<file path="config.mk">
export PLATFORM = sky130hd
export DESIGN_NAME = engine_start_stop_sequencer
export DESIGN_NICKNAME = d
export VERILOG_FILES = /design/src/design/engine_start_stop_sequencer.v
export VERILOG_INCLUDE_DIRS = /design/src /design/src/design
export SDC_FILE = /design/constraint.sdc
export NUM_CORES = 2
export LEC_CHECK = 0
export ABC_AREA = 1
export ABC_CLOCK_PERIOD_IN_PS = 4800
export BUFFER_PORTS_ARGS = -buffer_cell sky130_fd_sc_hd__buf_2
export CAP_MARGIN = 20
export CORE_MARGIN = 2
export CORE_UTILIZATION = 40
export CTS_CLUSTER_DIAMETER = 40
export DETAILED_ROUTE_END_ITERATION = 12
export PLACE_DENSITY = 0.61
export SYNTH_ARGS = -nofsm -noshare
export SYNTH_HDL_FRONTEND = slang
export SYNTH_SLANG_ARGS = --single-unit
</file>
<file path="constraint.sdc">
create_clock -name mclk -period 4.8 [get_ports mclk]
set_input_delay 0.48 -clock mclk [delete_from_list [all_inputs] [get_ports mclk]]
set_output_delay 0.48 -clock mclk [all_outputs]
set_load 0.02 [all_outputs]
</file>
<file path="src/design/seq_defines.vh">
// constants for the engine start and stop sequencer
`ifndef SEQ_DEFINES_VH
`define SEQ_DEFINES_VH
// ----------------------------------------
// time base
// ----------------------------------------
`define CLK_HZ 100000000
`define TICK_SEC 1
`define TICK_CYCLES (`CLK_HZ * `TICK_SEC)
`define SEC_PER_MIN 16'h003c
// ----------------------------------------
// register offsets
// ----------------------------------------
`define A_CTRL 6'h00
`define A_START_DLY 6'h01
`define A_PREHEAT 6'h02
`define A_CRANK 6'h03
`define A_WAIT 6'h04
`define A_STARTS 6'h05
`define A_HEAT 6'h06
`define A_HEAT_TEMP 6'h07
`define A_COOL 6'h08
`define A_STOP_SOL 6'h09
`define A_CHOKE 6'h0a
`define A_IDLE_RUN 6'h0b
`define A_IDLE_STOP 6'h0c
`define A_HOLDOFF 6'h0d
`define A_GAS 6'h0e
`define A_CUT_V 6'h0f
`define A_CUT_F 6'h10
`define A_CUT_RPM 6'h11
`define A_CUT_CHG 6'h12
`define A_OIL_DLY 6'h13
`define A_CHG_FAIL 6'h14
`define A_TANK 6'h15
`define A_FUEL_HR 6'h16
`define A_STATUS 6'h17
// ----------------------------------------
// control fields and reset values
// ----------------------------------------
`define C_HEAT_METHOD 0
`define C_OIL_CUT 1
`define C_CHG_CUT 2
`define C_CLR_EVENTS 3
`define R_START_DLY 16'h0001
`define R_CRANK 16'h0006
`define R_WAIT 16'h000a
`define R_STARTS 16'h0003
`define R_HEAT 16'h0004
`define R_COOL 16'h0078
`define R_STOP_SOL 16'h000a
`define R_CHOKE 16'h0005
`define R_HOLDOFF 16'h000a
`define R_GAS 16'h0005
`define R_CUT_V 16'h0064
`define R_CUT_F 16'h000a
`define R_CUT_RPM 16'h01f4
`define R_CUT_CHG 16'h0006
`define R_OIL_DLY 16'h0002
`define R_CHG_FAIL 16'h0001
// ----------------------------------------
// states
// ----------------------------------------
`define S_IDLE 4'h0
`define S_DELAY 4'h1
`define S_PREHEAT 4'h2
`define S_CRANK 4'h3
`define S_WAIT 4'h4
`define S_RUNIDLE 4'h5
`define S_HEAT 4'h6
`define S_LOADED 4'h7
`define S_COOL 4'h8
`define S_STOPIDLE 4'h9
`define S_STOP 4'ha
`define S_FAILED 4'hb
`endif

</file>
<file path="src/design/engine_start_stop_sequencer.v">
// engine start and stop sequencer with register port
//
// Behaviour
// - charge fault after continuous low charge time
// - start delay minutes after mains fail
// - preheat output for preheat time
// - crank at most crank time, stop on fire
// - pause between attempts, limit attempt count
// - no load until heating method completes
// - cooldown unloaded before stop sequence
// - stop output bounded, then halt timeout warning
// - choke with crank, release on timer/run
// - idle output after start, low checks masked
// - idle output before stop, low checks masked
// - holdoff after idle keeps low checks masked
// - gas solenoid opens after gas delay
// - crank cut on phase one voltage
// - crank cut on generator frequency
// - crank cut on engine rpm
// - crank cut on charge voltage when enabled
// - oil crank cut after delay when enabled
// - oil indication ignored when cut disabled
// - fuel display suppressed at zero capacity
// - tank messages only with nonzero threshold
//
// The plain strobed port and the register addresses were left to the implementer.
`timescale 1ns/1ps
`include "seq_defines.vh"

module engine_start_stop_sequencer #(
  parameter TICK_CYCLES = `TICK_CYCLES,
  parameter W = 16
) (
  // clock and reset
  input wire mclk,
  input wire srst,
  // register port
  input wire [5:0] reg_addr,
  input wire [W-1:0] reg_wdata,
  input wire reg_wr,
  input wire reg_rd,
  output reg [W-1:0] reg_rdata,
  // mains, load and sensors
  input wire mains_fail,
  input wire mains_back,
  input wire [W-1:0] gen_volt_l1,
  input wire [W-1:0] gen_freq,
  input wire [W-1:0] engine_rpm,
  input wire [W-1:0] charge_volt,
  input wire charge_low,
  input wire oil_switch_open,
  input wire oil_above_limit,
  input wire [W-1:0] coolant_temp,
  input wire tank_drop_det,
  input wire tank_refill_det,
  // relay outputs
  output reg fuel_output,
  output reg glow_plug_output,
  output reg crank_output,
  output reg air_restrict_output,
  output reg gas_output,
  output reg low_speed_output,
  output reg stop_output,
  // status outputs
  output reg load_ready,
  output reg low_checks_enable,
  output reg halt_timeout_warning,
  output reg charge_fault,
  output reg start_fail,
  output reg fuel_display_en,
  output reg tank_drop_message,
  output reg tank_refill_message
);

  // ----------------------------------------
  // configuration registers
  // ----------------------------------------
  reg [3:0] ctrl_r;
  reg [W-1:0] start_dly_r, preheat_r, crank_r, wait_r, starts_r, heat_r, heat_temp_r;
  reg [W-1:0] cool_r, stop_sol_r, choke_r, idle_run_r, idle_stop_r, holdoff_r, gas_r;
  reg [W-1:0] cut_v_r, cut_f_r, cut_rpm_r, cut_chg_r, oil_dly_r, chg_fail_r, tank_r, fuel_hr_r;

  // state
  reg [3:0] state_r;
  reg [W-1:0] tmr_r;
  reg [W-1:0] chk_tmr_r;
  reg [W-1:0] choke_tmr_r;
  reg [W-1:0] oil_tmr_r;
  reg [W-1:0] chg_tmr_r;
  reg [W-1:0] tries_r;
  reg [31:0] div_r;
  reg tick_r;
  reg choke_on_r;
  reg holdoff_r_act;

  // ----------------------------------------
  // one second tick
  // ----------------------------------------
  always @(posedge mclk) begin
    if (srst) begin
      div_r <= 32'h0;
      tick_r <= 1'b0;
    end else if (div_r == TICK_CYCLES - 1) begin
      div_r <= 32'h0;
      tick_r <= 1'b1;
    end else begin
      div_r <= div_r + 32'h1;
      tick_r <= 1'b0;
    end
  end

  // ----------------------------------------
  // register writes
  // ----------------------------------------
  always @(posedge mclk) begin
    if (srst) begin
      ctrl_r <= 4'h0;
      start_dly_r <= `R_START_DLY;
      preheat_r <= 16'h0;
      crank_r <= `R_CRANK;
      wait_r <= `R_WAIT;
      starts_r <= `R_STARTS;
      heat_r <= `R_HEAT;
      heat_temp_r <= 16'h0;
      cool_r <= `R_COOL;
      stop_sol_r <= `R_STOP_SOL;
      choke_r <= `R_CHOKE;
      idle_run_r <= 16'h0;
      idle_stop_r <= 16'h0;
      holdoff_r <= `R_HOLDOFF;
      gas_r <= `R_GAS;
      cut_v_r <= `R_CUT_V;
      cut_f_r <= `R_CUT_F;
      cut_rpm_r <= `R_CUT_RPM;
      cut_chg_r <= `R_CUT_CHG;
      oil_dly_r <= `R_OIL_DLY;
      chg_fail_r <= `R_CHG_FAIL;
      tank_r <= 16'h0;
      fuel_hr_r <= 16'h0;
    end else begin
      ctrl_r[`C_CLR_EVENTS] <= 1'b0; // self clearing
      if (reg_wr) begin
        case (reg_addr)
          `A_CTRL: ctrl_r <= reg_wdata[3:0];
          `A_START_DLY: start_dly_r <= reg_wdata;
          `A_PREHEAT: preheat_r <= reg_wdata;
          `A_CRANK: crank_r <= reg_wdata;
          `A_WAIT: wait_r <= reg_wdata;
          `A_STARTS: starts_r <= reg_wdata;
          `A_HEAT: heat_r <= reg_wdata;
          `A_HEAT_TEMP: heat_temp_r <= reg_wdata;
          `A_COOL: cool_r <= reg_wdata;
          `A_STOP_SOL: stop_sol_r <= reg_wdata;
          `A_CHOKE: choke_r <= reg_wdata;
          `A_IDLE_RUN: idle_run_r <= reg_wdata;
          `A_IDLE_STOP: idle_stop_r <= reg_wdata;
          `A_HOLDOFF: holdoff_r <= reg_wdata;
          `A_GAS: gas_r <= reg_wdata;
          `A_CUT_V: cut_v_r <= reg_wdata;
          `A_CUT_F: cut_f_r <= reg_wdata;
          `A_CUT_RPM: cut_rpm_r <= reg_wdata;
          `A_CUT_CHG: cut_chg_r <= reg_wdata;
          `A_OIL_DLY: oil_dly_r <= reg_wdata;
          `A_CHG_FAIL: chg_fail_r <= reg_wdata;
          `A_TANK: tank_r <= reg_wdata;
          `A_FUEL_HR: fuel_hr_r <= reg_wdata;
          default: ;
        endcase
      end
    end
  end

  // ----------------------------------------
  // register reads, data one cycle later
  // ----------------------------------------
  reg [W-1:0] rd_mux;
  always @* begin
    case (reg_addr)
      `A_CTRL: rd_mux = {12'h0, ctrl_r};
      `A_START_DLY: rd_mux = start_dly_r;
      `A_PREHEAT: rd_mux = preheat_r;
      `A_CRANK: rd_mux = crank_r;
      `A_WAIT: rd_mux = wait_r;
      `A_STARTS: rd_mux = starts_r;
      `A_HEAT: rd_mux = heat_r;
      `A_HEAT_TEMP: rd_mux = heat_temp_r;
      `A_COOL: rd_mux = cool_r;
      `A_STOP_SOL: rd_mux = stop_sol_r;
      `A_CHOKE: rd_mux = choke_r;
      `A_IDLE_RUN: rd_mux = idle_run_r;
      `A_IDLE_STOP: rd_mux = idle_stop_r;
      `A_HOLDOFF: rd_mux = holdoff_r;
      `A_GAS: rd_mux = gas_r;
      `A_CUT_V: rd_mux = cut_v_r;
      `A_CUT_F: rd_mux = cut_f_r;
      `A_CUT_RPM: rd_mux = cut_rpm_r;
      `A_CUT_CHG: rd_mux = cut_chg_r;
      `A_OIL_DLY: rd_mux = oil_dly_r;
      `A_CHG_FAIL: rd_mux = chg_fail_r;
      `A_TANK: rd_mux = tank_r;
      `A_FUEL_HR: rd_mux = fuel_hr_r;
      `A_STATUS: rd_mux = {halt_timeout_warning, charge_fault, start_fail, tries_r[4:0], 4'h0, state_r};
      default: rd_mux = 16'h0; // unmapped reads zero
    endcase
  end

  always @(posedge mclk) begin
    if (srst)
      reg_rdata <= 16'h0;
    else
      reg_rdata <= reg_rd ? rd_mux : 16'h0;
  end

  // ----------------------------------------
  // crank cut conditions
  // ----------------------------------------
  wire fired_v = gen_volt_l1 >= cut_v_r;
  wire fired_f = gen_freq >= cut_f_r;
  wire fired_r = engine_rpm >= cut_rpm_r;
  wire fired_c = ctrl_r[`C_CHG_CUT] && (charge_volt >= cut_chg_r);
  // oil only counts when enabled, and only after its delay
  wire oil_ind = ctrl_r[`C_OIL_CUT] && (oil_switch_open || oil_above_limit);
  wire fired_o = oil_ind && (oil_tmr_r >= oil_dly_r);
  wire fired = fired_v || fired_f || fired_r || fired_c || fired_o;
  wire running = fired_v || fired_f || fired_r;
  // zero programmed time means expired at once
  wire tmr_done = tmr_r == 16'h0;
  wire [W-1:0] tmr_dec = tmr_done ? 16'h0 : (tick_r ? tmr_r - 16'h1 : tmr_r);
  wire heat_temp_ok = !ctrl_r[`C_HEAT_METHOD] || (coolant_temp >= heat_temp_r);
  // full product kept, then cut on purpose: 720 min fits 16 bits
  wire [2*W-1:0] dly_full = start_dly_r * `SEC_PER_MIN;
  wire [W-1:0] dly_sec = dly_full[W-1:0];

  // ----------------------------------------
  // sequence state machine
  // ----------------------------------------
  always @(posedge mclk) begin
    if (srst) begin
      state_r <= `S_IDLE;
      tmr_r <= 16'h0;
      tries_r <= 16'h0;
      start_fail <= 1'b0;
      halt_timeout_warning <= 1'b0;
    end else begin
      tmr_r <= tmr_dec;
      if (ctrl_r[`C_CLR_EVENTS]) begin
        start_fail <= 1'b0;
        halt_timeout_warning <= 1'b0;
      end
      case (state_r)
        `S_IDLE: begin
          tries_r <= 16'h0;
          if (mains_fail) begin
            state_r <= `S_DELAY;
            tmr_r <= dly_sec;
          end
        end
        `S_DELAY: begin
          if (!mains_fail)
            state_r <= `S_IDLE;
          else if (tmr_done) begin
            state_r <= `S_PREHEAT;
            tmr_r <= preheat_r;
          end
        end
        `S_PREHEAT: begin
          if (tmr_done) begin
            state_r <= `S_CRANK;
            tmr_r <= crank_r;
            tries_r <= tries_r + 16'h1;
          end
        end
        `S_CRANK: begin
          if (fired) begin
            state_r <= `S_RUNIDLE;
            tmr_r <= idle_run_r;
          end else if (tmr_done) begin
            if (tries_r >= starts_r) begin
              state_r <= `S_FAILED;
              start_fail <= 1'b1;
            end else begin
              state_r <= `S_WAIT;
              tmr_r <= wait_r;
            end
          end
        end
        `S_WAIT: begin
          if (tmr_done) begin
            state_r <= `S_CRANK;
            tmr_r <= crank_r;
            tries_r <= tries_r + 16'h1;
          end
        end
        `S_RUNIDLE: begin
          if (tmr_done) begin
            state_r <= `S_HEAT;
            tmr_r <= heat_r;
          end
        end
        `S_HEAT: begin
          if (tmr_done && heat_temp_ok)
            state_r <= `S_LOADED;
        end
        `S_LOADED: begin
          if (mains_back) begin
            state_r <= `S_COOL;
            tmr_r <= cool_r;
          end
        end
        `S_COOL: begin
          if (tmr_done) begin
            state_r <= `S_STOPIDLE;
            tmr_r <= idle_stop_r;
          end
        end
        `S_STOPIDLE: begin
          if (tmr_done) begin
            state_r <= `S_STOP;
            tmr_r <= stop_sol_r;
          end
        end
        `S_STOP: begin
          if (tmr_done) begin
            state_r <= `S_IDLE;
            if (running)
              halt_timeout_warning <= 1'b1;
          end
        end
        `S_FAILED: begin
          if (!mains_fail)
            state_r <= `S_IDLE;
        end
        default: state_r <= `S_IDLE;
      endcase
    end
  end

  // ----------------------------------------
  // per crank timers: choke, gas and oil delay
  // ----------------------------------------
  wire in_crank = state_r == `S_CRANK;
  always @(posedge mclk) begin
    if (srst) begin
      choke_tmr_r <= 16'h0;
      oil_tmr_r <= 16'h0;
      choke_on_r <= 1'b0;
    end else if (!in_crank) begin
      choke_tmr_r <= 16'h0;
      oil_tmr_r <= 16'h0;
      choke_on_r <= 1'b1;
    end else begin
      if (tick_r && choke_tmr_r != 16'hffff)
        choke_tmr_r <= choke_tmr_r + 16'h1;
      if (!oil_ind)
        oil_tmr_r <= 16'h0;
      else if (tick_r && oil_tmr_r != 16'hffff)
        oil_tmr_r <= oil_tmr_r + 16'h1;
      if (running || choke_tmr_r >= choke_r)
        choke_on_r <= 1'b0;
    end
  end

  // ----------------------------------------
  // idle holdoff and charge supervision
  // ----------------------------------------
  wire idle_act = state_r == `S_RUNIDLE || state_r == `S_STOPIDLE;
  always @(posedge mclk) begin
    if (srst) begin
      chk_tmr_r <= 16'h0;
      holdoff_r_act <= 1'b0;
      chg_tmr_r <= 16'h0;
      charge_fault <= 1'b0;
    end else begin
      if (idle_act) begin
        chk_tmr_r <= holdoff_r;
        holdoff_r_act <= 1'b1;
      end else if (chk_tmr_r == 16'h0)
        holdoff_r_act <= 1'b0;
      else if (tick_r)
        chk_tmr_r <= chk_tmr_r - 16'h1;
      // set wins over the clear request
      if (!charge_low)
        chg_tmr_r <= 16'h0;
      else if (tick_r && chg_tmr_r != 16'hffff)
        chg_tmr_r <= chg_tmr_r + 16'h1;
      if (charge_low && chg_tmr_r >= chg_fail_r)
        charge_fault <= 1'b1;
      else if (ctrl_r[`C_CLR_EVENTS])
        charge_fault <= 1'b0;
    end
  end

  // ----------------------------------------
  // registered outputs
  // ----------------------------------------
  always @(posedge mclk) begin
    if (srst) begin
      fuel_output <= 1'b0;
      glow_plug_output <= 1'b0;
      crank_output <= 1'b0;
      air_restrict_output <= 1'b0;
      gas_output <= 1'b0;
      low_speed_output <= 1'b0;
      stop_output <= 1'b0;
      load_ready <= 1'b0;
      low_checks_enable <= 1'b0;
      fuel_display_en <= 1'b0;
      tank_drop_message <= 1'b0;
      tank_refill_message <= 1'b0;
    end else begin
      fuel_output <= state_r >= `S_PREHEAT && state_r <= `S_STOPIDLE;
      glow_plug_output <= state_r == `S_PREHEAT;
      crank_output <= in_crank && !fired;
      air_restrict_output <= in_crank && choke_on_r && !running;
      gas_output <= in_crank && choke_tmr_r >= gas_r;
      low_speed_output <= idle_act;
      stop_output <= state_r == `S_STOP && running;
      load_ready <= state_r == `S_LOADED;
      low_checks_enable <= state_r >= `S_RUNIDLE && state_r <= `S_COOL && !idle_act && !holdoff_r_act;
      fuel_display_en <= tank_r != 16'h0;
      tank_drop_message <= fuel_hr_r != 16'h0 && tank_drop_det;
      tank_refill_message <= fuel_hr_r != 16'h0 && tank_refill_det;
    end
  end

endmodule // engine_start_stop_sequencer

</file>
Word level (Yosys, flattened, before mapping)
Index checks and enable logic that the tools add are counted.
{"block": "word_totals", "register_bits": 522, "inputBits": 113, "output_inout_bits": 31, "word_cells": 256}
{"block": "classes", "n_addsub": 7, "n_mul": 1, "n_lt_le_gt_ge": 14, "n_eq_ne": 51, "mux": 51, "bitwise_logic": 6, "reduce_logical": 75}
{"op": "$pmux W16 S24", "count": 1}
{"op": "$mux W16", "count": 17}
{"op": "$ge A16 B16 Y1", "count": 10}
{"op": "$pmux W16 S8", "count": 1}
{"op": "$add A16 B1 Y16 const B", "count": 4}
{"op": "$mux W4", "count": 14}
{"op": "$reduce_and A2 Y1", "count": 25}
{"op": "$eq A6 B4 Y1 const B", "count": 8}
{"op": "$eq A6 B5 Y1 const B", "count": 8}
{"op": "$ne A16 B16 Y1 const B", "count": 3}
{"op": "$pmux W4 S11", "count": 1}
{"op": "$add A32 B1 Y32 const B", "count": 1}
{"op": "$eq A32 B27 Y1 const B", "count": 1}
{"op": "$logic_not A16 Y1", "count": 2}
{"op": "$pmux W16 S2", "count": 1}
{"op": "$reduce_bool A16 Y1", "count": 2}
{"op": "$sub A16 B1 Y16 const B", "count": 2}
{"op": "$eq A6 B3 Y1 const B", "count": 4}
{"op": "$logic_and A1 B1 Y1", "count": 19}
{"op": "$ne A2 B2 Y1 const B", "count": 9}
{"op": "$eq A4 B3 Y1 const B", "count": 4}
{"op": "$eq A4 B4 Y1 const B", "count": 4}
{"op": "$mul A16 B4 Y14 const B", "count": 1}
{"op": "$mux W1", "count": 16}
{"op": "18 further kinds", "count": 47}

Longest topological paths before layout
{"block": "depth", "ltp_word": 7, "mapped_depth": 22, "depth_no_buf": 22}

Least setup slack after synthesis
No wires, ideal clock.
{"block": "synth_timing", "kind": "register -> register", "startpoint": "register start_dly_r[1]", "endpoint": "register tmr_r[12]", "setup_time_ns": 0.122, "t_arrival_ns": 2.780, "t_required_ns": 4.678, "slack_ns": 1.898, "stages_incl_launch_ff": 16, "n_path_buf": 0, "period_less_slack_ns": 2.902, "cell_sequence": "dfxtp_1 -> inv_1 -> fa_1 -> fa_1 -> inv_1 -> ha_1 -> inv_1 -> nor3_1 -> a21oi_1 -> nor2_1 -> nand2_1 -> nand2_1 -> nand2_1 -> nor3b_1 -> nor3_1 -> a21oi_1"}
{"block": "synth_via", "elab_chain_len": 3}
{"item": "from (decl)", "line": "engine_start_stop_sequencer.v:79", "source": "reg [W-1:0] start_dly_r, preheat_r, crank_r, wait_r, starts_r, heat_r, heat_temp_r;"}
{"item": "from (signal assigned)", "line": "engine_start_stop_sequencer.v:118", "source": "start_dly_r <= `R_START_DLY;"}
{"item": "from (signal assigned)", "line": "engine_start_stop_sequencer.v:145", "source": "`A_START_DLY: start_dly_r <= reg_wdata;"}
{"item": "$mul A16 B4 Y14 (no source line)"}
{"item": "$mux W16", "line": "engine_start_stop_sequencer.v:253", "source": "if (mains_fail) begin"}
{"item": "$pmux W16 S8", "line": "engine_start_stop_sequencer.v:250", "source": "case (state_r)"}
{"item": "to (signal assigned)", "line": "engine_start_stop_sequencer.v:245", "source": "tmr_r <= tmr_dec;"}
{"item": "to (signal assigned)", "line": "engine_start_stop_sequencer.v:255", "source": "tmr_r <= dly_sec;"}
{"item": "to (signal assigned)", "line": "engine_start_stop_sequencer.v:263", "source": "tmr_r <= preheat_r;"}
{"item": "to (decl)", "line": "engine_start_stop_sequencer.v:85", "source": "reg [W-1:0] tmr_r;"}
No other way between the ends.
A chain may end at the register's enable or synchronous reset.

Worst setup path in the final report
{"block": "layout_timing", "startpoint": "register start_dly_r[4]", "endpoint": "register tmr_r[12]"}
The elaborated chain is that of the path after synthesis.

==> summary.md <==
| Metric | Value |
|---|---|
| Status | complete, no violations |
| Fin crit share | 0.728 |
| Core area | 70400 um2 |
| Lkg Pwr | about 13 nW |
| Grt total ovfl | 0 |
| Die ar. | 73600 um2 |
| Synth top area share | 0.366 |
| Distinct cells, synth | 60 |
| Number of max-cap violations | 0 |
| Clock slew at reported path FFs | 0.06 ns |
| CTS Sinks | roughly 520 |
| #FFs+latches synth | 522 |
| Clk root buf | clkbuf_16 |
| IO Count | 144 |
| Hold Crit Start | tank_refill_det |
| Area leader, netlist | dfxtp_1 |
| WP data required | ~5.4 ns |
| Synth async-reset ratio | 0 |
| Fmax | ~0.29 GHz |
| Layout Area Growth over Synthesis | 17.3% |
| Final Max Tran Viols | 0 |
| Worst rel slew slack | 0.290 |
| TritonCTS clock tree | built |
| Die Y | 271 um |
| Pwr Total | 0.0142 W |
| Worst setup EP type | register |
| Hold Path Stages | 3 |
| DP HPWL | 84.5 mm |
| Via density | 5.67 |
| Area of the multi-input gates | 15100 um2 |
| Fin Clk Skew | approximately 0.022 ns |
| Synth top area cells | dfxtp_1 37%, a21oi_1 9.0%, o21ai_0 8.1% |
| DR WL/cell | around 23 um |
| Tot GR Track Use | 0.307 |
| Top reg by flops | div_r |
| Power per cell area | roughly 420 nW/um2 |
| # H-tree levels | 3 |
| # rows | 97 |
| Worst skew pair latency | approximately 0.66 ns |
| Worst Tran Pin Value | 1.06 ns |
| First-pass GRT wire length | 171 mm |
| R2R depth | 15 |
| Crit path DAT | approximately 4 ns |
| Setup WS post-layout | 1.31 ns |
| R2R Setup Slk | 1.31 ns |
| Max Fanout on Critical Path | 5 |
| Crit path launch type | register |
| Num CTS Buffers | 96 |
| Detail Route Antenna Nets | 0 |
| Vias | 29000 |
| Tmin final | 3.49 ns |
| Fin Setup TNS | 0 ns |
| Post_cts resized | 0 |
| Setup bufs post-CTS | 0 |
| IO buf count | 143 |
| Layout cells sized above 1 | 0.101 |
| RSZ-0062 raised after global routing | false |
| Crit path kind | register to register |
| Final wirelength | 117 mm |
| Peak VDD IR | between 300 and 400 uV |
| Synthesized area per cell | 7.17 um2 |
| Post-CTS Hold Fix Bufs | 0 |
| Beginning of the worst register-to-register path | start_dly_r[4]$_SDFFE_PP0P_ |
| Fin nets | 4403 |
| Residual DRC | 0 |
| Initial drt markers | 3749 |
| Worst r2r dst | tmr_r[12]$_SDFF_PP0_ |
| Mapped Area | approximately 29000 um2 |
| EDFF count, synth | 0 |
| Largest net degree at the start of global routing | between 100 and 150 |
| Number of global-route vias before repair | 26300 |
| Worst Hold End | tank_refill_message$_SDFF_PP0_ |
| Antenna violations before repair | 12 |
| Fillers | approximately 7100 |
| Primary FF master, synth | dfxtp_1 |
| Die W | 271 um |
| Hold crit path type | input port to register |
| Register Area | roughly 10000 um2 |
| Final hold vios | 0 |
| Sequential fraction of the synthesis area | 0.366 |
| Clock Tree Buf Depth | 3 |
| Final setup fails | 0 |
| Largest register FFs | 32 |
| Initial Util | 0.406 |
| Syn Nets | between 4000 and 5000 |
| Place WS | 1.34 ns |
| TritonRoute pass-1 iters | 9 |
| Post-Synthesis Cells | 3987 |
| Synth warn | 0 |
| Final Wtd Congestion | between 1 and 1.5 |
| Core Util, Final | 0.476 |
==> critical path: stages (launching register included) <==
cell	delay, ns
dfxtp_1	0.34
inv_1	0.26
fa_1	0.50
fa_1	0.51
inv_1	0.04
ha_1	0.33
a21oi_1	0.20
o21ai_0	0.13
a21oi_1	0.20
nor2_1	0.06
nand2_1	0.06
nand2_1	0.06
nand2_1	0.06
nor3b_1	0.39
nor3_1	0.11
a21oi_1	0.16
==> metrics by stage <==
step | cell area, um2 | hold slack [ns] | cells
floorplan | 28600 | 0.400 | 3987
global placement | 30000 | 0.432 | 4928
detailed placement | 30000 | 0.442 | 4929
CTS | 33500 | 0.0354 | 5109
global route | 33500 | 0.0754 | 5110
finish | 33500 | 0.0593 | 5113
==> power by group <==
part | total [W] | switching, W | internal, W
clock network | 0.00730 | 0.00262 | 0.00468
registers | 0.00453 | 0.0000925 | 0.00444
logic | 0.00238 | 0.00179 | 0.000585
==> layer usage <==
layer,part of all wire,GRT usage,routed length [um],up-vias
met1,0.41,0.411,47900,13300
met4,0.065,0.175,7590,14
met3,0.11,0.0682,12600,347
met5,0.00069,0,80,-
met2,0.41,0.453,48300,1572
li1,-,-,-,13800
==> cells in the mapped netlist (3+ instances only) <==
master,instances
nor2_2,24
a221oi_1,34
o31ai_1,10
a21oi_1,511
or2_2,3
xnor2_1,11
nor2_1,273
nor3_1,79
nand3b_1,5
o2111ai_1,17
ha_1,181
o21bai_1,4
nor2_4,5
nor4_1,28
nand3_2,3
buf_1,6
nand3_1,110
o21ai_0,462
clkbuf_1,147
xor2_1,21
o22ai_1,92
a31oi_1,17
clkinv_1,12
o21a_1,11
inv_1,601
nor3b_1,5
o211ai_1,41
a22oi_1,17
nand2_2,9
o21ai_1,10
nand4_1,47
a41oi_1,4
o221ai_1,21
fa_1,21
inv_2,16
dfxtp_1,522
nand2_1,554
buf_2,16
and3_1,3
a211oi_1,8
==> logic make-up (layout without fill, tap and decap cells) <==
kind of cell    count (synthesis)  count (layout)  synth area share
other cells                     0               3                 0
buf+inv                       800             983             0.106
flops                         522             522             0.366
xor+xnor                       32              32           0.00981
simple gates                 1161            1161             0.178
compound gates               1270            1270             0.247
fa+ha+maj                     202             202            0.0940
==> final cells by class <==
cell class,count,area share
antenna,3,0.000224
clock buffer,107,0.0756
clock inverter,73,0.0281
inverter,630,0.0708
multi-input combinational,2665,0.450
sequential,522,0.312
tap,940,0.0351
timing repair buffer,173,0.0279
==> worst max path at each step <==
stage / start / depth (start not counted) / end
2_1_floorplan: start_dly_r[1]$_SDFFE_PP0P_ / 15 / tmr_r[12]$_SDFF_PP0_
3_3_place_gp: start_dly_r[6]$_SDFFE_PP0P_ / 15 / tmr_r[12]$_SDFF_PP0_
3_5_place_dp: reg_addr[4] / 12 / reg_rdata[14]$_SDFF_PP0_
4_1_cts: start_dly_r[4]$_SDFFE_PP0P_ / 15 / tmr_r[12]$_SDFF_PP0_
5_1_grt: start_dly_r[4]$_SDFFE_PP0P_ / 15 / tmr_r[12]$_SDFF_PP0_
6_report: start_dly_r[4]$_SDFFE_PP0P_ / 15 / tmr_r[12]$_SDFF_PP0_
==> layout by cell type, fill, tap and decap left out, types with 10 or more instances in the layout <==
| cell | count |
|---|---|
| o21ai_0 | 462 |
| fa_1 | 21 |
| a221oi_1 | 34 |
| inv_1 | 601 |
| a21oi_1 | 511 |
| clkinv_1 | 11 |
| buf_4 | 28 |
| inv_6 | 10 |
| clkinv_2 | 23 |
| nand2_1 | 554 |
| xnor2_1 | 11 |
| o2111ai_1 | 17 |
| nand3_1 | 110 |
| bufinv_16 | 15 |
| o221ai_1 | 21 |
| nor3_1 | 79 |
| nor2_1 | 273 |
| a31oi_1 | 17 |
| buf_2 | 145 |
| o22ai_1 | 92 |
| o21a_1 | 11 |
| dfxtp_1 | 522 |
| ha_1 | 181 |
| xor2_1 | 21 |
| o31ai_1 | 10 |
| o21ai_1 | 10 |
| nand4_1 | 47 |
| a22oi_1 | 17 |
| inv_2 | 16 |
| nor2_2 | 24 |
| o211ai_1 | 41 |
| clkbuf_16 | 97 |
| nor4_1 | 28 |
(Power assumes the default switching activity.)
